$ cat config.mk
export PLATFORM = sky130hd
export DESIGN_NAME = sideband_config_read_service
export DESIGN_NICKNAME = d
export VERILOG_FILES = /design/src/sbcfg_pkg.sv /design/src/cfg_addr_decode.sv /design/src/reply_serializer.sv /design/src/sideband_config_read_service.sv
export VERILOG_INCLUDE_DIRS = /design/src
export SDC_FILE = /design/constraint.sdc
export NUM_CORES = 1
export LEC_CHECK = 0
export ABC_AREA = 1
export BUFFER_PORTS_ARGS = -buffer_cell sky130_fd_sc_hd__buf_2
export CORE_ASPECT_RATIO = 1.1
export CORE_UTILIZATION = 40
export CTS_CLUSTER_SIZE = 12
export DETAILED_ROUTE_END_ITERATION = 8
export PLACE_DENSITY = 0.64
export RECOVER_POWER = 100
export SLEW_MARGIN = 20
export SYNTH_ARGS = -nofsm -noshare
export SYNTH_HDL_FRONTEND = slang
export SYNTH_SLANG_ARGS = --single-unit
$ cat constraint.sdc
create_clock -name core_clk -period 5.5 [get_ports core_clk]
set_input_delay 0.275 -clock core_clk [delete_from_list [all_inputs] [get_ports core_clk]]
set_output_delay 0.275 -clock core_clk [all_outputs]
set_load 0.01 [all_outputs]
$ cat src/sbcfg_cfg.svh
`ifndef SBCFG_CFG_SVH
`define SBCFG_CFG_SVH

// ----------------------------------------
// Command codes and lengths
// ----------------------------------------
`define CMD_DS_RD        8'h61
`define CMD_LOC_RD       8'he1
`define WL_DS_RD         8'h06
`define WL_LOC_RD        8'h05
`define RL_DWORD         8'h05
`define RL_WORD          8'h03
`define RL_BYTE          8'h02

// ----------------------------------------
// Completion codes
// ----------------------------------------
`define CC_PASS          8'h40
`define CC_LATE          8'h80
`define CC_BUSY          8'h81
`define CC_ASLEEP        8'h82
`define CC_INVALID       8'h90
`define CC_BROKEN        8'h91

// ----------------------------------------
// Address fields
// ----------------------------------------
`define DS_RSV_HI        31
`define DS_RSV_LO        28
`define DS_BUS_HI        27
`define DS_BUS_LO        20
`define LOC_BUS_HI       23
`define LOC_BUS_LO       20
`define DEV_HI           19
`define DEV_LO           15
`define FUNC_HI          14
`define FUNC_LO          12
`define REG_HI           11
`define REG_LO           0
`define LAST_LOCAL_BUS   8'h01
`define BUS1_FIRST_DEV   5'h08
`define BUS1_LAST_DEV    5'h0f
`define BUS0_LAST_DEV    5'h07

// ----------------------------------------
// Timing
// ----------------------------------------
`define CLK_PERIOD_NS    25
`define RSP_TIMEOUT_NS   50000
`define RSP_TIMEOUT_CYC  (`RSP_TIMEOUT_NS / `CLK_PERIOD_NS)
`endif

$ cat src/sbcfg_pkg.sv
package sbcfg_pkg;
  typedef struct packed {
    logic [7:0] wl;
    logic [7:0] rl;
  } frame_hdr_s;

  typedef struct packed {
    logic        downstream;
    logic        internal;
    logic [7:0]  bus;
    logic [4:0]  dev;
    logic [2:0]  func;
    logic [11:0] offset;
    logic [7:0]  rl;
  } cfg_req_s;

  typedef enum logic [2:0] {
    rsp_ok,
    rsp_busy,
    rsp_asleep,
    rsp_broken,
    rsp_invalid
  } rsp_status_e;

  typedef struct packed {
    rsp_status_e status;
    logic [31:0] data;
  } cfg_rsp_s;

  typedef enum logic [2:0] {
    st_idle,
    st_collect,
    st_check,
    st_issue,
    st_wait,
    st_reply,
    st_drain
  } svc_state_e;
endpackage

$ cat src/cfg_addr_decode.sv
`include "sbcfg_cfg.svh"
module cfg_addr_decode
  import sbcfg_pkg::*;
(
  input  wire logic [31:0] addr,
  input  wire logic        downstream,
  input  wire logic [7:0]  rl,
  output cfg_req_s         req,
  output logic             rsv_bad,
  output logic             bus_bad
);
  function automatic logic is_internal(input logic [7:0] bus, input logic [4:0] dev);
    is_internal = ((bus == 8'h00) && (dev <= `BUS0_LAST_DEV)) ||
                  ((bus == 8'h01) && (dev >= `BUS1_FIRST_DEV) && (dev <= `BUS1_LAST_DEV));
  endfunction

  always_comb begin
    req.downstream = downstream;
    req.rl         = rl;
    req.dev        = addr[`DEV_HI:`DEV_LO];
    req.func       = addr[`FUNC_HI:`FUNC_LO];
    req.offset     = addr[`REG_HI:`REG_LO];
    if (downstream) begin
      req.bus = addr[`DS_BUS_HI:`DS_BUS_LO];
    end else begin
      req.bus = {4'h0, addr[`LOC_BUS_HI:`LOC_BUS_LO]};
    end
    req.internal = is_internal(req.bus, req.dev);
    rsv_bad      = downstream && (addr[`DS_RSV_HI:`DS_RSV_LO] != 4'h0);
    // Local space maps buses 0 and 1 only; any other bus number is dropped
    bus_bad      = !downstream && (req.bus > `LAST_LOCAL_BUS);
  end
endmodule

$ cat src/reply_serializer.sv
module reply_serializer (
  input  wire logic        core_clk,
  input  wire logic        rst_b,
  input  wire logic        load,
  input  wire logic [7:0]  cc,
  input  wire logic [31:0] data,
  input  wire logic [2:0]  nbytes,
  input  wire logic        tx_ready,
  output logic             tx_valid_ff,
  output logic [7:0]       tx_byte_ff,
  output logic             tx_last_ff,
  output logic             busy
);
  logic [39:0] shift_ff;
  logic [39:0] nxt_shift;
  logic [2:0]  left_ff;
  logic [2:0]  nxt_left;
  logic        nxt_valid;
  logic [7:0]  nxt_byte;
  logic        nxt_last;

  assign busy = tx_valid_ff || (left_ff != 3'h0);

  always_comb begin
    nxt_shift = shift_ff;
    nxt_left  = left_ff;
    nxt_valid = tx_valid_ff;
    nxt_byte  = tx_byte_ff;
    nxt_last  = tx_last_ff;
    if (load) begin
      nxt_shift = {data, cc};
      nxt_left  = nbytes;
      nxt_valid = 1'b0;
    end else if (!tx_valid_ff || tx_ready) begin
      nxt_valid = left_ff != 3'h0;
      nxt_byte  = shift_ff[7:0];
      nxt_last  = left_ff == 3'h1;
      nxt_shift = {8'h00, shift_ff[39:8]};
      if (left_ff != 3'h0) begin
        nxt_left = left_ff - 3'h1;
      end
    end
  end

  always_ff @(posedge core_clk or negedge rst_b) begin
    if (!rst_b) begin
      shift_ff    <= 40'h0;
      left_ff     <= 3'h0;
      tx_valid_ff <= 1'b0;
      tx_byte_ff  <= 8'h00;
      tx_last_ff  <= 1'b0;
    end else begin
      shift_ff    <= nxt_shift;
      left_ff     <= nxt_left;
      tx_valid_ff <= nxt_valid;
      tx_byte_ff  <= nxt_byte;
      tx_last_ff  <= nxt_last;
    end
  end
endmodule

$ cat src/sideband_config_read_service.sv
`include "sbcfg_cfg.svh"
module sideband_config_read_service
  import sbcfg_pkg::*;
#(
  parameter int unsigned RSP_TIMEOUT_CYC = `RSP_TIMEOUT_CYC
) (
  input  wire logic       core_clk,
  input  wire logic       rst_b,
  // Frame from the link layer
  input  wire logic       frame_start,
  input  wire frame_hdr_s frame_hdr,
  input  wire logic       rx_valid,
  input  wire logic [7:0] rx_byte,
  input  wire logic       rx_last,
  input  wire logic       rx_check_bad,
  // Reply toward the link layer
  output logic            tx_valid,
  output logic [7:0]      tx_byte,
  output logic            tx_last,
  input  wire logic       tx_ready,
  output logic            tx_abort,
  // Condition of the serving hardware
  input  wire logic       target_asleep,
  input  wire logic       ctrl_fault,
  input  wire logic       no_resources,
  // Configuration access toward the targets
  output logic            cfg_req_valid,
  output cfg_req_s        cfg_req,
  input  wire logic       cfg_req_ready,
  input  wire logic       cfg_rsp_valid,
  input  wire cfg_rsp_s   cfg_rsp,
  output logic            svc_busy
);
  localparam logic [15:0] TIMEOUT_LIMIT = 16'(RSP_TIMEOUT_CYC);

  // ----------------------------------------
  // Frame legality
  // ----------------------------------------
  function automatic logic combo_ok(input logic [7:0] cmd, input frame_hdr_s h);
    logic ds_ok;
    logic loc_ok;
    ds_ok  = (cmd == `CMD_DS_RD) && (h.wl == `WL_DS_RD) && (h.rl == `RL_DWORD);
    loc_ok = (cmd == `CMD_LOC_RD) && (h.wl == `WL_LOC_RD) &&
             ((h.rl == `RL_BYTE) || (h.rl == `RL_WORD) || (h.rl == `RL_DWORD));
    combo_ok = ds_ok || loc_ok;
  endfunction

  function automatic logic [7:0] status_cc(input rsp_status_e s);
    unique case (s)
      rsp_ok:      status_cc = `CC_PASS;
      rsp_busy:    status_cc = `CC_BUSY;
      rsp_asleep:  status_cc = `CC_ASLEEP;
      rsp_broken:  status_cc = `CC_BROKEN;
      rsp_invalid: status_cc = `CC_INVALID;
      default:     status_cc = `CC_BROKEN;
    endcase
  endfunction

  function automatic logic [31:0] size_mask(input logic [7:0] rl, input logic [31:0] d);
    if (rl == `RL_BYTE) begin
      size_mask = {24'h0, d[7:0]};
    end else if (rl == `RL_WORD) begin
      size_mask = {16'h0, d[15:0]};
    end else begin
      size_mask = d;
    end
  endfunction

  // ----------------------------------------
  // State
  // ----------------------------------------
  svc_state_e  state_ff;
  svc_state_e  nxt_state;
  logic [2:0]  idx_ff;
  logic [2:0]  nxt_idx;
  logic [7:0]  cmd_ff;
  logic [7:0]  nxt_cmd;
  frame_hdr_s  hdr_ff;
  frame_hdr_s  nxt_hdr;
  logic [31:0] addr_ff;
  logic [31:0] nxt_addr;
  cfg_req_s    req_ff;
  cfg_req_s    nxt_req;
  logic        req_valid_ff;
  logic        nxt_req_valid;
  logic [15:0] timer_ff;
  logic [15:0] nxt_timer;
  logic [7:0]  cc_ff;
  logic [7:0]  nxt_cc;
  logic [31:0] data_ff;
  logic [31:0] nxt_data;
  logic        load_ff;
  logic        nxt_load;
  logic        abort_ff;
  logic        nxt_abort;
  logic        busy_ff;
  logic        nxt_busy;

  logic        is_ds;
  logic [31:0] dec_addr;
  cfg_req_s    dec_req;
  logic        rsv_bad;
  logic        bus_bad;
  logic        ser_busy;

  assign is_ds    = cmd_ff == `CMD_DS_RD;
  // Local address is three bytes, so it sits one byte high in the shifter
  assign dec_addr = is_ds ? addr_ff : {8'h00, addr_ff[31:8]};

  // ----------------------------------------
  // Submodules
  // ----------------------------------------
  cfg_addr_decode u_decode (
    .addr       (dec_addr),
    .downstream (is_ds),
    .rl         (hdr_ff.rl),
    .req        (dec_req),
    .rsv_bad    (rsv_bad),
    .bus_bad    (bus_bad)
  );

  reply_serializer u_reply (
    .core_clk    (core_clk),
    .rst_b       (rst_b),
    .load        (load_ff),
    .cc          (cc_ff),
    .data        (data_ff),
    .nbytes      (hdr_ff.rl[2:0]),
    .tx_ready    (tx_ready),
    .tx_valid_ff (tx_valid),
    .tx_byte_ff  (tx_byte),
    .tx_last_ff  (tx_last),
    .busy        (ser_busy)
  );

  // ----------------------------------------
  // Check-cycle and timeout conditions
  // ----------------------------------------
  logic        count_ok;
  logic        frame_ok;
  logic        timed_out;

  // Write length counts every byte after the header, command code included
  assign count_ok  = idx_ff == hdr_ff.wl[2:0];
  assign frame_ok  = combo_ok(cmd_ff, hdr_ff) && count_ok;
  // Counted from the cycle after the check, so the limit is reached one early
  assign timed_out = timer_ff >= TIMEOUT_LIMIT - 16'h1;

  // ----------------------------------------
  // Command sequencing
  // ----------------------------------------
  always_comb begin
    nxt_state     = state_ff;
    nxt_idx       = idx_ff;
    nxt_cmd       = cmd_ff;
    nxt_hdr       = hdr_ff;
    nxt_addr      = addr_ff;
    nxt_req       = req_ff;
    nxt_req_valid = req_valid_ff;
    nxt_timer     = timer_ff;
    nxt_cc        = cc_ff;
    nxt_data      = data_ff;
    nxt_load      = 1'b0;
    nxt_abort     = 1'b0;
    unique case (state_ff)
      st_idle: begin
        // No gating on enumeration state: local reads are served at once
        if (frame_start) begin
          nxt_state = st_collect;
          nxt_hdr   = frame_hdr;
          nxt_idx   = 3'h0;
          nxt_addr  = 32'h0;
        end
      end
      st_collect: begin
        if (rx_valid) begin
          if (idx_ff == 3'h0) begin
            nxt_cmd = rx_byte;
          end else if (idx_ff >= 3'h2) begin
            nxt_addr = {rx_byte, addr_ff[31:8]};
          end
          if (idx_ff != 3'h7) begin
            nxt_idx = idx_ff + 3'h1;
          end
          if (rx_last) begin
            nxt_state = st_check;
          end
        end
      end
      st_check: begin
        nxt_data = 32'h0;
        if (!frame_ok) begin
          nxt_abort = 1'b1;
          nxt_state = st_idle;
        end else begin
          nxt_state = st_reply;
          if (ctrl_fault) begin
            nxt_cc = `CC_BROKEN;
          end else if (target_asleep) begin
            nxt_cc = `CC_ASLEEP;
          end else if (no_resources) begin
            nxt_cc = `CC_BUSY;
          end else if (rsv_bad) begin
            nxt_cc = `CC_INVALID;
          end else if (bus_bad) begin
            nxt_cc = `CC_PASS;
          end else begin
            nxt_req       = dec_req;
            nxt_req_valid = 1'b1;
            nxt_timer     = 16'h0;
            nxt_state     = st_issue;
          end
        end
      end
      st_issue, st_wait: begin
        nxt_timer = timer_ff + 16'h1;
        if (state_ff == st_issue && cfg_req_ready) begin
          nxt_req_valid = 1'b0;
          nxt_state     = st_wait;
        end
        if (state_ff == st_wait && cfg_rsp_valid) begin
          nxt_cc    = status_cc(cfg_rsp.status);
          nxt_data  = size_mask(hdr_ff.rl, cfg_rsp.data);
          nxt_state = st_reply;
        end else if (timed_out) begin
          // A late answer after this point is dropped in idle
          nxt_req_valid = 1'b0;
          nxt_cc        = `CC_LATE;
          nxt_state     = st_reply;
        end
      end
      st_reply: begin
        nxt_load  = 1'b1;
        nxt_state = st_drain;
      end
      st_drain: begin
        if (!ser_busy) begin
          nxt_state = st_idle;
        end
      end
    endcase
    // An electrical error discards the frame being gathered
    if (rx_check_bad && (state_ff == st_collect || state_ff == st_check)) begin
      nxt_state     = st_idle;
      nxt_abort     = 1'b0;
      // A request decoded in the same check cycle must not reach the target
      nxt_req_valid = 1'b0;
    end
    nxt_busy = nxt_state != st_idle;
  end

  always_ff @(posedge core_clk or negedge rst_b) begin
    if (!rst_b) begin
      state_ff     <= st_idle;
      idx_ff       <= 3'h0;
      cmd_ff       <= 8'h00;
      hdr_ff       <= '0;
      addr_ff      <= 32'h0;
      req_ff       <= '0;
      req_valid_ff <= 1'b0;
      timer_ff     <= 16'h0;
      cc_ff        <= 8'h00;
      data_ff      <= 32'h0;
      load_ff      <= 1'b0;
      abort_ff     <= 1'b0;
      busy_ff      <= 1'b0;
    end else begin
      state_ff     <= nxt_state;
      idx_ff       <= nxt_idx;
      cmd_ff       <= nxt_cmd;
      hdr_ff       <= nxt_hdr;
      addr_ff      <= nxt_addr;
      req_ff       <= nxt_req;
      req_valid_ff <= nxt_req_valid;
      timer_ff     <= nxt_timer;
      cc_ff        <= nxt_cc;
      data_ff      <= nxt_data;
      load_ff      <= nxt_load;
      abort_ff     <= nxt_abort;
      busy_ff      <= nxt_busy;
    end
  end

  // ----------------------------------------
  // Outputs
  // ----------------------------------------
  assign cfg_req_valid = req_valid_ff;
  assign cfg_req       = req_ff;
  assign tx_abort      = abort_ff;
  assign svc_busy      = busy_ff;
endmodule

# [Yosys cells after proc, flatten, opt, wreduce, memory -nomap -nowiden]
# Index checks and enable logic that the tools add are counted.
[word_totals] reg_bits=213 elab_cells=195 input_bits=71 output_inout_bits=51
[op_classes] mux=69 eq_ne=40 n_reduce_logical=46 bitwise_logic=6 magnitude_cmp=6 addsub=3
[ops] cell="32-bit 2-to-1 mux" count=8
[ops] cell="32-bit one-hot mux with 2 select lines" count=2
[ops] cell="16-bit 2-to-1 mux" count=6
[ops] cell="40-bit 2-to-1 mux" count=2
[ops] cell="8-bit 2-to-1 mux" count=9
[ops] cell="3-bit 2-to-1 mux" count=20
[ops] cell="16-bit one-hot mux with 2 select lines" count=1
[ops] cell="8-bit one-hot mux with 4 select lines" count=1
[ops] cell="8-bit by 3-bit == test with 1-bit output (second input constant)" count=3
[ops] cell="2-bit != test (second input constant)" count=12
[ops] cell="7-bit AND reduction" count=3
[ops] cell="3-bit by 2-bit != test with 1-bit output (second input constant)" count=6
[ops] cell="3-bit one-hot mux with 6 select lines" count=1
[ops] cell="16-bit by 1-bit adder with 16-bit output (second input constant)" count=1
[ops] cell="8-bit by 2-bit == test with 1-bit output (second input constant)" count=2
[ops] cell="16-bit by 11-bit greater-or-equal comparator with 1-bit output (second input constant)" count=1
[ops] cell="1-bit 2-to-1 mux" count=16
[ops] cell="8-bit one-hot mux with 2 select lines" count=1
[ops] cell="1-bit logical AND" count=13
[ops] cell="3-bit == test (second input constant)" count=4
[ops] cell="3-bit by 1-bit == test with 1-bit output (second input constant)" count=3
[ops] cell="3-bit by 2-bit == test with 1-bit output (second input constant)" count=3
[ops] cell="3-bit zero test" count=3
[ops] cell="3-bit nonzero test" count=3
[ops] cell="other kinds (26)" count=46

# [Depth between registers and ports, before layout]
# Gate-level depths: netlist of run 1.
[depth] depth_word=14 ltp_mapped=14 depth_no_buf=14

# [Modules after synthesis]
# A second synthesis of run 1 with hierarchy kept.
[unflattened] cells_unflattened=1163 area_unflattened_um2=10299.9
[by_module_without_submodules] module="sideband_config_read_service" cells_per_inst=812 n_inst=1 seq_area_each_um2=3928.8 area_each_um2=7497.2
[by_module_without_submodules] module="reply_serializer" cells_per_inst=287 n_inst=1 seq_area_each_um2=1326.3 area_each_um2=2427.3
[by_module_without_submodules] module="cfg_addr_decode" cells_per_inst=64 n_inst=1 seq_area_each_um2=0.0 area_each_um2=375.4

# [Worst setup path before layout of run 1]
# Ideal clock, no wire load.
[synth_timing] kind="register -> register" startpoint="register timer_ff[0]" endpoint="register busy_ff (netlist: svc_busy)" t_required_ns=5.431 path_slack_ns=3.767 stages_incl_launch_ff=11 setup_ns=0.069 period_less_slack_ns=1.733 path_buffers=0 arrival_ns=1.664 cell_sequence="dfrtp_1 -> ha_1 -> nand2_1 -> nor2_1 -> o21ai_0 -> nand4_1 -> nor2_1 -> nor2_1 -> nand3_1 -> nand2_1 -> nand3_1"
[synth_via] elab_chain_cells=6
[synth_rtl] item="start: declaration" line="sideband_config_read_service.sv:86" rtl="logic [15:0] timer_ff;"
[synth_rtl] item="start signal: assignment" line="sideband_config_read_service.sv:275" rtl="timer_ff <= nxt_timer;"
[synth_rtl] item="16-bit by 11-bit greater-or-equal comparator with 1-bit output" line="sideband_config_read_service.sv:147" rtl="assign timed_out = timer_ff >= TIMEOUT_LIMIT - 16'h1;"
[synth_rtl] item="3-bit 2-to-1 mux" line="sideband_config_read_service.sv:225" rtl="end else if (timed_out) begin"
[synth_rtl] item="3-bit 2-to-1 mux" line="sideband_config_read_service.sv:221" rtl="if (state_ff == st_wait && cfg_rsp_valid) begin"
[synth_rtl] item="3-bit one-hot mux with 6 select lines" line="sideband_config_read_service.sv:165" rtl="unique case (state_ff)"
[synth_rtl] item="3-bit 2-to-1 mux" line="sideband_config_read_service.sv:243" rtl="if (rx_check_bad && (state_ff == st_collect || state_ff == st_check)) begin"
[synth_rtl] item="3-bit nonzero test" line="sideband_config_read_service.sv:249" rtl="nxt_busy = nxt_state != st_idle;"
[synth_rtl] item="net nxt_busy" line="sideband_config_read_service.sv:97" rtl="logic nxt_busy;"
[synth_rtl] item="end signal: assignment" line="sideband_config_read_service.sv:280" rtl="busy_ff <= nxt_busy;"
[synth_rtl] item="end: declaration" line="sideband_config_read_service.sv:96" rtl="logic busy_ff;"
# The timed path passes the listed nets, and every way through them passes these cells.
# A chain may end at the register's enable or synchronous reset.

# [Final worst setup path of run 1]
[layout_timing] startpoint="register state_ff[0]" endpoint="register addr_ff[31]"
[layout_via] elab_chain_cells=3 elab_cells_between_ends=9 cone_classes="eq/ne: 5; mux: 1; reduce/logical: 3"
[layout_rtl] item="start: declaration" line="sideband_config_read_service.sv:72" rtl="svc_state_e state_ff;"
[layout_rtl] item="start signal: assignment" line="sideband_config_read_service.sv:254" rtl="state_ff <= st_idle;"
[layout_rtl] item="start signal: assignment" line="sideband_config_read_service.sv:268" rtl="state_ff <= nxt_state;"
[layout_rtl] item="3-bit by 1-bit == test with 1-bit output or 3-bit zero test (tied branches)" line="sideband_config_read_service.sv:165"
[layout_rtl] item="2-bit != test (no line) or 2-bit nonzero test (tied branches)"
[layout_rtl] item="5-bit AND reduction (no line)"
[layout_rtl] item="end signal: assignment" line="sideband_config_read_service.sv:272" rtl="addr_ff <= nxt_addr;"
[layout_rtl] item="end: declaration" line="sideband_config_read_service.sv:80" rtl="logic [31:0] addr_ff;"
# Several ways; a longest one is shown, not always the timed one.

==> results of run 1 <==
==> state kept, by name (all words and copies together), names as in the netlist, 3 cells and up <==
| signal | flops |
|---|---|
| u_reply.shift_ff | 40 |
| cfg_req | 38 |
| addr_ff | 32 |
| data_ff | 32 |
| hdr_ff | 16 |
| timer_ff | 16 |
| cmd_ff | 8 |
| u_reply.tx_byte_ff | 8 |
| cc_ff | 5 |
| idx_ff | 3 |
| state_ff | 3 |
| u_reply.left_ff | 3 |
==> layer usage <==
metal  share of wire [%]  up-vias  global-route usage (%)
met4                 2.0        2                    5.09
met1                  48     3731                    28.0
met5               0.046        -                       0
li1                    -     3889                       -
met3                 3.9       36                    2.64
met2                  46      144                    29.5
==> per-stage QoR <==
step	util (%)	instance area, um^2	hold WS (ns)	worst slack, ns
2_1_floorplan	-	9800	-0.0206	3.77
3_3_place_gp	44.3	10600	0.306	2.79
3_5_place_dp	44.3	10600	0.308	2.70
4_1_cts	48.2	11500	0.00146	2.68
5_1_grt	47.4	11300	0.0191	1.40
6_report	47.4	11300	0.0159	1.80
==> worst max-delay path: cells and delay by family, from the launching register on <==
family,cells,cell delay (ns)
DFF,1,0.46
and+or+nand+nor,5,1.11
buffers and inverters,3,1.86
AOI/OAI and AO/OA,1,0.13
==> cells in the mapped netlist (5+ instances only) <==
cell	count	share of area [%]
nand3_1	92	4.7
inv_2	11	0.42
ha_1	8	1.0
a22oi_1	11	0.84
mux2_2	11	1.3
nand2_2	15	0.96
o221ai_1	7	0.63
o211ai_1	15	1.1
dfrtp_1	210	54
buf_2	10	0.51
buf_6	8	0.92
nor3_1	10	0.51
buf_1	7	0.27
nand2_1	238	9.1
o31ai_1	10	0.77
nor2_1	50	1.9
buf_4	5	0.38
xor2_1	12	1.1
nand4_1	37	2.4
o21ai_2	15	1.3
a21oi_1	15	0.77
o21ai_0	100	5.1
o21ai_1	37	1.9
inv_1	116	4.4
clkbuf_1	24	0.92
nor2_2	5	0.32
==> worst paths after layout <==
check / startpoint / to / slack [ns] / cells past startpoint
min in group asynchronous: rst_b / data_ff[2] / 0.31 / 2
min reg2reg: cfg_req[28] / cfg_req[28] / 0.47 / 2
min: rx_byte[1] / cmd_ff[1] / 0.02 / 3
max in group asynchronous: rst_b / cmd_ff[6] / 2.97 / 3
max: state_ff[0] / addr_ff[31] / 1.80 / 9
max reg2reg: state_ff[0] / addr_ff[31] / 1.80 / 9
==> cell type report <==
| class | count | area, um^2 | area share, % |
|---|---|---|---|
| clock buffer | 37 | 741 | 6.55 |
| timing repair buffer | 138 | 689 | 6.10 |
| inverter | 128 | 480 | 4.25 |
| multi-input combinational | 716 | 3670 | 32.5 |
| tap | 305 | 382 | 3.38 |
| sequential | 210 | 5260 | 46.5 |
| clock inverter | 5 | 81.3 | 0.720 |
==> where the power goes <==
| group | total, mW | switching [mW] | leakage (nW) | internal [mW] |
|---|---|---|---|---|
| clock | 1.64 | 0.621 | 0.401 | 1.02 |
| sequential | 2.28 | 0.293 | 2.79 | 1.99 |
| combinational | 1.68 | 1.16 | 2.24 | 0.521 |
==> repair_timing <==
| action | 4_1_cts | 5_1_grt |
|---|---|---|
| endpoints found under the hold margin | 74 | 0 |
| setup buffers | 0 | 0 |
| hold buffers | 10 | 0 |
==> kinds of logic (layout without fill, tap and decap cells) <==
logic type / Yosys count / after routing / share of synthesized area (%)
flops: 210 / 210 / 53.6
fa+ha+maj: 8 / 8 / 1.02
simple gates: 464 / 464 / 21.6
xor+xnor: 14 / 14 / 1.25
mux: 11 / 11 / 1.26
buf+inv: 183 / 308 / 7.95
compound gates: 219 / 219 / 13.3
==> flow_metrics.py, run 1 <==
metrics = {
    "sta": {
        "fin_tns_setup_ns": 0,
        "worstMarginPinSlew_ns": 1.82,
        "fmax_ghz": 0.271,
        "clock_skew_ns": 0.0186,
        "slew_headroom_pct": -21.3,
        "setup_viol": 0,
        "hold_viol_final": 0,
        "maxSlewViolCount": 131,
        "fin_crit_sh_pct": 67.2,
        "finalCriticalPeriod_ns": 3.70,
        "rsz0062_at_grt": "false",
    },
    "clocking": {
        "clockBufferDepth": 3,
        "clk_latency_ns": 0.51,
        "cts.htree.levels": 1,
        "path_clk_slew_ns": 0.06,
        "clock_sinks": 210,
        "cts_buffers": 24,
        "cts_resized": 0,
        "cts_root_buffer": "clkbuf_16",
        "tritoncts": "yes",
    },
    "setup_path": {
        "critPathArrivalTime_ns": 4.11,
        "cp-start-kind": "flip-flop",
        "cpPeakStageDelay_ns": 1.09,
        "end_kind": "flip-flop",
        "critPathKind": "flip-flop to flip-flop",
        "cp_slowest_cell": "clkbuf_1",
        "crit_fanout": 48,
        "crit_top_cell": "nand2_1",
        "crit_required_ns": 5.92,
        "crit_chain": "inv_1 -> nor3_1 -> clkbuf_1 -> nand2_1 -> nand2_1 -> nand2_1 -> inv_2 -> nand3_1 -> o21ai_0",
    },
    "min_path": {
        "hold_class": "input port to flip-flop",
    },
    "global_routing": {
        "grt_overflow": 0,
        "antenna_found_initial": 1,
        "grt_pass1_vias": 7432,
        "grt_max_degree": 75,
        "grt_pass1_wl_mm": 38.7,
        "grt_usage_pct": 19.1,
    },
    "floorplanning": {
        "boundaryPins": 122,
        "rows": 59,
        "die_area_um2": 25100,
        "initial_core_util_pct": 41.1,
        "coreArea_um2": 23800,
        "fp.dieW_um": 151,
        "die_h_um": 166,
    },
    "synth": {
        "syn_inst": 1109,
        "async_reset_ff_share_pct": 100,
        "yosysWarningCount": 0,
        "syn_nets": 1188,
        "avgSynthCellArea_um2": 8.84,
        "synth_edf_count": 0,
        "ys_ff_latch": 210,
        "yosysSeqAreaShare_pct": 53.6,
        "netlist-cell-type-count": 44,
        "synth_top_flop_cell": "dfrtp_1",
        "syn_area_um2": 9800,
    },
    "final_layout": {
        "final_common_cell": "nand2_1",
        "syn_to_final_growth_pct": 15.3,
        "instances_no_fill": 1539,
        "num-fill-cells": 2339,
        "diodes": 0,
        "nNetsFinal": 1297,
        "most-common-layout-cells": "nand2_1 (250), dfrtp_1 (210), o21ai_0 (137)",
        "drive_gt1_share_pct": 13.0,
    },
    "status": {
        "status": "finished, violations left",
        "violations": "max-capacitance violations, max-slew violations",
    },
    "drt": {
        "drt_iter0_drc": 471,
        "ant_nets": 0,
        "firstDrtPassIters": 5,
        "dr_total_vias": 7802,
        "drc": 0,
        "avgViaCountPerCell": 5.07,
        "wirelength_mm": 23.9,
        "wire_per_inst_um": 15.5,
    },
    "place": {
        "post-dp-hpwl_mm": 16.5,
        "dp.cells": 1487,
        "io_buffers": 121,
        "routabilityCongestion": 0.844,
    },
    "job": {
        "drv_cap": 2,
    },
    "power_and_ir_drop": {
        "p_per_area_nw_per_um2": 496,
        "vdd_drop_max_mv": 0.279,
        "p_leak_nw": 5.43,
        "power_mw": 5.60,
    },
}
Power figures use the tool's default switching activity.
==> run 2, diff against run 1 <==
Clock period 5.5 ns to 3.5 ns, I/O delays scaled along.
==> flow_metrics.py, run 2 (synthesis results as in run 1) <==
metrics = {
    "status": {
        "status": "finished, violations left",
        "violations": "max-capacitance violations, max-slew violations",
    },
    "power_and_ir_drop": {
        "switching_share_pct": 37.1,
        "vdd_drop_max_mv": 0.441,
        "power_mw": 8.85,
        "seq_power_share_pct": 40.6,
        "combPwrFrac_pct": 30.7,
        "intPower_mw": 5.57,
        "p_per_area_nw_per_um2": 747,
        "p_clk_share_pct": 28.7,
        "p_sw_mw": 3.28,
        "p_leak_nw": 5.67,
    },
    "drt": {
        "drt_iter0_drc": 487,
        "wire_per_inst_um": 15.5,
        "drc": 0,
        "dr_total_vias": 8139,
        "avgViaCountPerCell": 5.10,
        "firstDrtPassIters": 5,
        "ant_nets": 0,
        "wirelength_mm": 24.8,
    },
    "sta": {
        "fin_crit_sh_pct": 78.9,
        "worstMarginPinSlew_ns": 2.43,
        "setup_viol": 0,
        "rsz0062_at_grt": "false",
        "hold_viol_final": 0,
        "maxSlewViolCount": 96,
        "clock_skew_ns": 0.0199,
        "finalCriticalPeriod_ns": 2.76,
        "fmax_ghz": 0.362,
        "fin_tns_setup_ns": 0,
        "slew_headroom_pct": -61.9,
    },
    "clocking": {
        "tritoncts": "yes",
        "post_cts_hold_buffer_count": 58,
        "cts_root_buffer": "clkbuf_16",
        "clock_sinks": 210,
        "cts_buffers": 24,
        "cts_setup_buffers": 0,
        "cts.htree.levels": 1,
        "cts_resized": 0,
        "path_clk_slew_ns": 0.06,
        "clk_latency_ns": 0.51,
        "clockBufferDepth": 3,
    },
    "setup_path": {
        "crit_required_ns": 3.85,
        "cp_top_family": "buffers and inverters",
        "path_buf_inv": 3,
        "critPathKind": "flip-flop to flip-flop",
        "end_kind": "flip-flop",
        "critPathArrivalTime_ns": 3.11,
        "cpPeakStageDelay_ns": 0.51,
        "cp_slowest_cell": "dfrtp_1",
        "crit_fanout": 48,
        "crit_chain": "inv_1 -> nor3_1 -> buf_4 -> o211ai_4 -> nand2_1 -> inv_2 -> nand3_1 -> o21ai_0",
        "cp-start-kind": "flip-flop",
    },
    "floorplanning": {
        "rows": 59,
        "fp.dieW_um": 151,
        "boundaryPins": 122,
        "initial_core_util_pct": 41.1,
        "die_area_um2": 25100,
        "die_h_um": 166,
        "coreArea_um2": 23800,
    },
    "final_layout": {
        "largest_register": "u_reply.shift_ff",
        "most-common-layout-cells": "nand2_1 (248), dfrtp_1 (210), o21ai_0 (135)",
        "final_common_cell": "nand2_1",
        "fin_area_um2": 11800,
        "num-fill-cells": 2288,
        "drive_gt1_share_pct": 13.0,
        "nNetsFinal": 1350,
        "largest_reg_flops": 40,
        "fin_util_pct": 49.7,
        "syn_to_final_growth_pct": 20.8,
    },
    "place": {
        "post-dp-hpwl_mm": 16.6,
        "io_buffers": 121,
        "post_dp_cell_area_um2": 10600,
        "routabilityCongestion": 0.878,
    },
    "global_routing": {
        "grt_pass1_vias": 8098,
        "grt_max_degree": 97,
        "antenna_found_initial": 4,
        "grt_usage_pct": 20.5,
        "grt_pass1_wl_mm": 41.1,
        "grt_overflow": 0,
    },
    "job": {
        "drv_cap": 1,
    },
    "min_path": {
        "hold_class": "input port to flip-flop",
    },
}
==> run 2: changes by cell type in the layout (fill, tap and decap cells not counted), moves of 3 or more <==
| cell | change |
|---|---|
| dlygate4sd3_1 | +48 |
| buf_4 | +4 |
| clkinv_2 | +3 |
| diode_2 | +3 |
==> run 2: tightest hold or removal path, delay by kind of cell <==
family,cells,cell delay (ns)
buf+inv,1,0.11
compound gates,1,0.08
simple gates,2,0.16
==> run 2: cell type report <==
class	count	area, um^2	share of cell area (%)
Inverter	128	480	4.06
Antenna cell	3	7.51	0.0634
Tap cell	305	382	3.22
Multi-Input combinational cell	716	3690	31.2
Sequential cell	210	5260	44.4
Timing Repair Buffer	191	1210	10.2
Clock inverter	7	87.6	0.739
Clock buffer	36	727	6.14
==> run 2: metal layers <==
metal  track usage [%]  wire length, um
met3              2.86             1220
met4              7.35              757
met5                 0               12
met2              31.8            11400
met1              29.0            11400
==> run 2: path summary, 6_finish.rpt <==
| check | from | end | slack, ns | cells past startpoint |
|---|---|---|---|---|
| setup reg to reg | state_ff[0] | addr_ff[14] | 0.74 | 8 |
| max in group asynchronous | rst_b | cmd_ff[0] | 0.93 | 3 |
| hold reg to reg | u_reply.tx_byte_ff[0] | u_reply.tx_byte_ff[0] | 0.47 | 2 |
| hold / removal | ctrl_fault | cc_ff[1] | 0.05 | 4 |
| setup / recovery | state_ff[0] | addr_ff[14] | 0.74 | 8 |
| min in group asynchronous | rst_b | data_ff[2] | 0.88 | 2 |
==> run 2: per-stage QoR <==
step	setup WS, ns	std cells	hold WS, ns
after floorplan	1.77	1109	-0.121
after global placement	1.22	1492	0.306
after detailed placement	1.14	1492	0.311
after CTS	1.12	1593	0.0325
final	0.739	1596	0.0518
after global routing	0.454	1596	0.0686
==> run 2: power groups by stage <==
stage	combinational, mW	clock, mW	sequential [mW]
3_3_place_gp	2.69	0	3.61
5_1_grt	3.10	2.70	3.69
3_5_place_dp	2.76	0	3.63
6_report	2.72	2.54	3.60
2_1_floorplan	2.11	0	3.53
4_1_cts	2.82	2.59	3.60
==> run 3, diff against run 2 <==
Settings changed: PLACE_DENSITY 0.64 to 0.66.
Clock period 3.5 ns to 2.3 ns, I/O delays scaled along.
==> flow_metrics.py, run 3 (synthesis results as in run 1) <==
metrics = {
    "drt": {
        "dr_total_vias": 8153,
        "avgViaCountPerCell": 5.07,
        "wl_met1_mm": 11.8,
        "wirelength_mm": 25.1,
        "drc": 0,
        "wire_per_inst_um": 15.6,
        "wl_met2_mm": 11.4,
        "firstDrtPassIters": 5,
        "drt_iter0_drc": 523,
        "wl_met3_mm": 1.14,
        "highest_layer": "met4",
        "ant_nets": 0,
    },
    "final_layout": {
        "regArea_um2": 5260,
        "drive_gt1_share_pct": 15.5,
        "instances_no_fill": 1608,
        "syn_to_final_growth_pct": 22.0,
        "fin_util_pct": 50.2,
        "most-common-layout-cells": "nand2_1 (238), dfrtp_1 (210), inv_1 (117)",
        "largest_reg_flops": 40,
        "num-fill-cells": 2244,
        "final_common_cell": "nand2_1",
        "largest_register": "u_reply.shift_ff",
        "nNetsFinal": 1367,
        "multi_input_area_um2": 3770,
    },
    "sta": {
        "maxSlewViolCount": 71,
        "fin_crit_sh_pct": 92.0,
        "slew_headroom_pct": -21.1,
        "hold_viol_final": 0,
        "fin_tns_setup_ns": 0,
        "worstMarginPinSlew_ns": 1.82,
        "finalCriticalPeriod_ns": 2.12,
        "whs_ns": 0.00395,
        "clock_skew_ns": 0.0111,
        "setup_viol": 0,
        "fmax_ghz": 0.473,
        "rsz0062_at_grt": "false",
    },
    "floorplanning": {
        "coreArea_um2": 23800,
        "initial_core_util_pct": 41.1,
        "die_h_um": 166,
        "die_area_um2": 25100,
        "fp.dieW_um": 151,
        "boundaryPins": 122,
        "rows": 59,
    },
    "status": {
        "status": "finished, violations left",
        "violations": "max-capacitance violations, max-slew violations",
    },
    "setup_path": {
        "path_buf_inv": 3,
        "timing.rr.start": "state_ff[0]",
        "crit_fanout": 38,
        "cp-startpoint": "state_ff[0]",
        "critPathCapture": "addr_ff[15]",
        "cpPeakStageDelay_ns": 0.53,
        "timing.rr.end": "addr_ff[15]",
        "critPathArrivalTime_ns": 2.53,
        "cp_top_family": "simple AND/OR/NAND/NOR gates",
        "critPathKind": "flip-flop to flip-flop",
        "ff2ff_path_depth": 9,
        "crit_required_ns": 2.72,
        "cp_slowest_cell": "dfrtp_1",
        "cp.depth": 9,
        "r2r_slack_ns": 0.18,
        "crit_chain": "inv_2 -> nor3_4 -> nand2_1 -> nand2_1 -> nand2_4 -> inv_2 -> buf_12 -> nand3_1 -> o21ai_0",
        "cp-start-kind": "flip-flop",
        "end_kind": "flip-flop",
    },
    "clocking": {
        "tritoncts": "yes",
        "cts_setup_buffers": 0,
        "cts.htree.levels": 1,
        "cts_buffers": 23,
        "clockBufferDepth": 3,
        "clk_latency_ns": 0.50,
        "clock_sinks": 210,
        "cts_root_buffer": "clkbuf_16",
        "path_clk_slew_ns": 0.06,
    },
    "global_routing": {
        "antenna_found_initial": 2,
        "grt_pass1_wl_mm": 41.2,
        "grt_overflow": 0,
        "grt_usage_pct": 20.6,
        "grt_pass1_vias": 7939,
        "grt_max_degree": 73,
    },
    "min_path": {
        "hold_class": "input port to flip-flop",
    },
    "place": {
        "io_buffers": 121,
        "dp.cells": 1509,
        "post-dp-hpwl_mm": 16.9,
        "routabilityCongestion": 0.911,
    },
    "power_and_ir_drop": {
        "vdd_drop_max_mv": 0.546,
        "p_per_area_nw_per_um2": 1130,
        "p_leak_nw": 5.73,
    },
    "job": {
        "drv_cap": 1,
    },
}
-- run 3: cell types whose count changed in the layout (fill, tap and decap cells not counted), sizes merged --
cell	before	now
buf	77	92
bufinv	2	0
clkbuf	92	91
diode	3	2
dlygate4sd3	58	59
-- run 3: layout make-up --
cell class | count | area share [%]
inverters | 128 | 4.02
multi-input cells | 716 | 31.5
flip-flops and latches | 210 | 43.9
repair buffers | 209 | 11.7
well taps | 305 | 3.19
clock inverters | 5 | 0.230
diodes | 2 | 0.0418
clock buffers | 33 | 5.38
-- run 3: worst min path at each step --
stage / from / endpoint / slack (ns) / cells after the start
after floorplan: rst_b / addr_ff[0] / -0.18 / 0
after global placement: rst_b / cfg_req[32] / 0.19 / 1
after detailed placement: rst_b / hdr_ff[1] / 0.19 / 1
after CTS: frame_start / state_ff[0] / 0.003 / 4
after global routing: cfg_rsp[33] / cc_ff[6] / 0.05 / 4
final: frame_start / state_ff[0] / 0.004 / 4
-- run 3: power breakdown --
part,total (mW),switching [mW],internal (mW)
clock network,3.34,1.41,1.93
registers,5.55,0.754,4.80
logic,4.58,3.01,1.57
total,13.5,5.18,8.29
-- run 3: worst min-delay path: stages --
cell and delay [ns]:
buf_2 0.12, o21a_1 0.12, nand2_1 0.06, inv_1 0.05
-- run 3: what timing repair did --
| action | CTS | global route |
|---|---|---|
| resized for setup | 0 | 2 |
| endpoints found under the hold margin | 132 | 0 |
| hold buffers | 59 | 0 |
| setup endpoints to repair | 0 | 25 |
-- run 3: per-stage QoR --
step / worst slack [ns] / area, um^2 / total power [mW]
after floorplan: 0.567 / 9800 / 8.59
after global placement: 0.219 / 10800 / 9.97
after detailed placement: 0.169 / 10800 / 10.1
after CTS: 0.153 / 12000 / 13.6
after global routing: 0.00241 / 12000 / 14.4
final: 0.184 / 12000 / 13.5
-- run 3: metal layers --
layer	track usage, %	up-vias
met5	0	-
met1	29.8	3861
met2	31.3	208
li1	-	4037
met4	7.96	0
met3	2.66	47
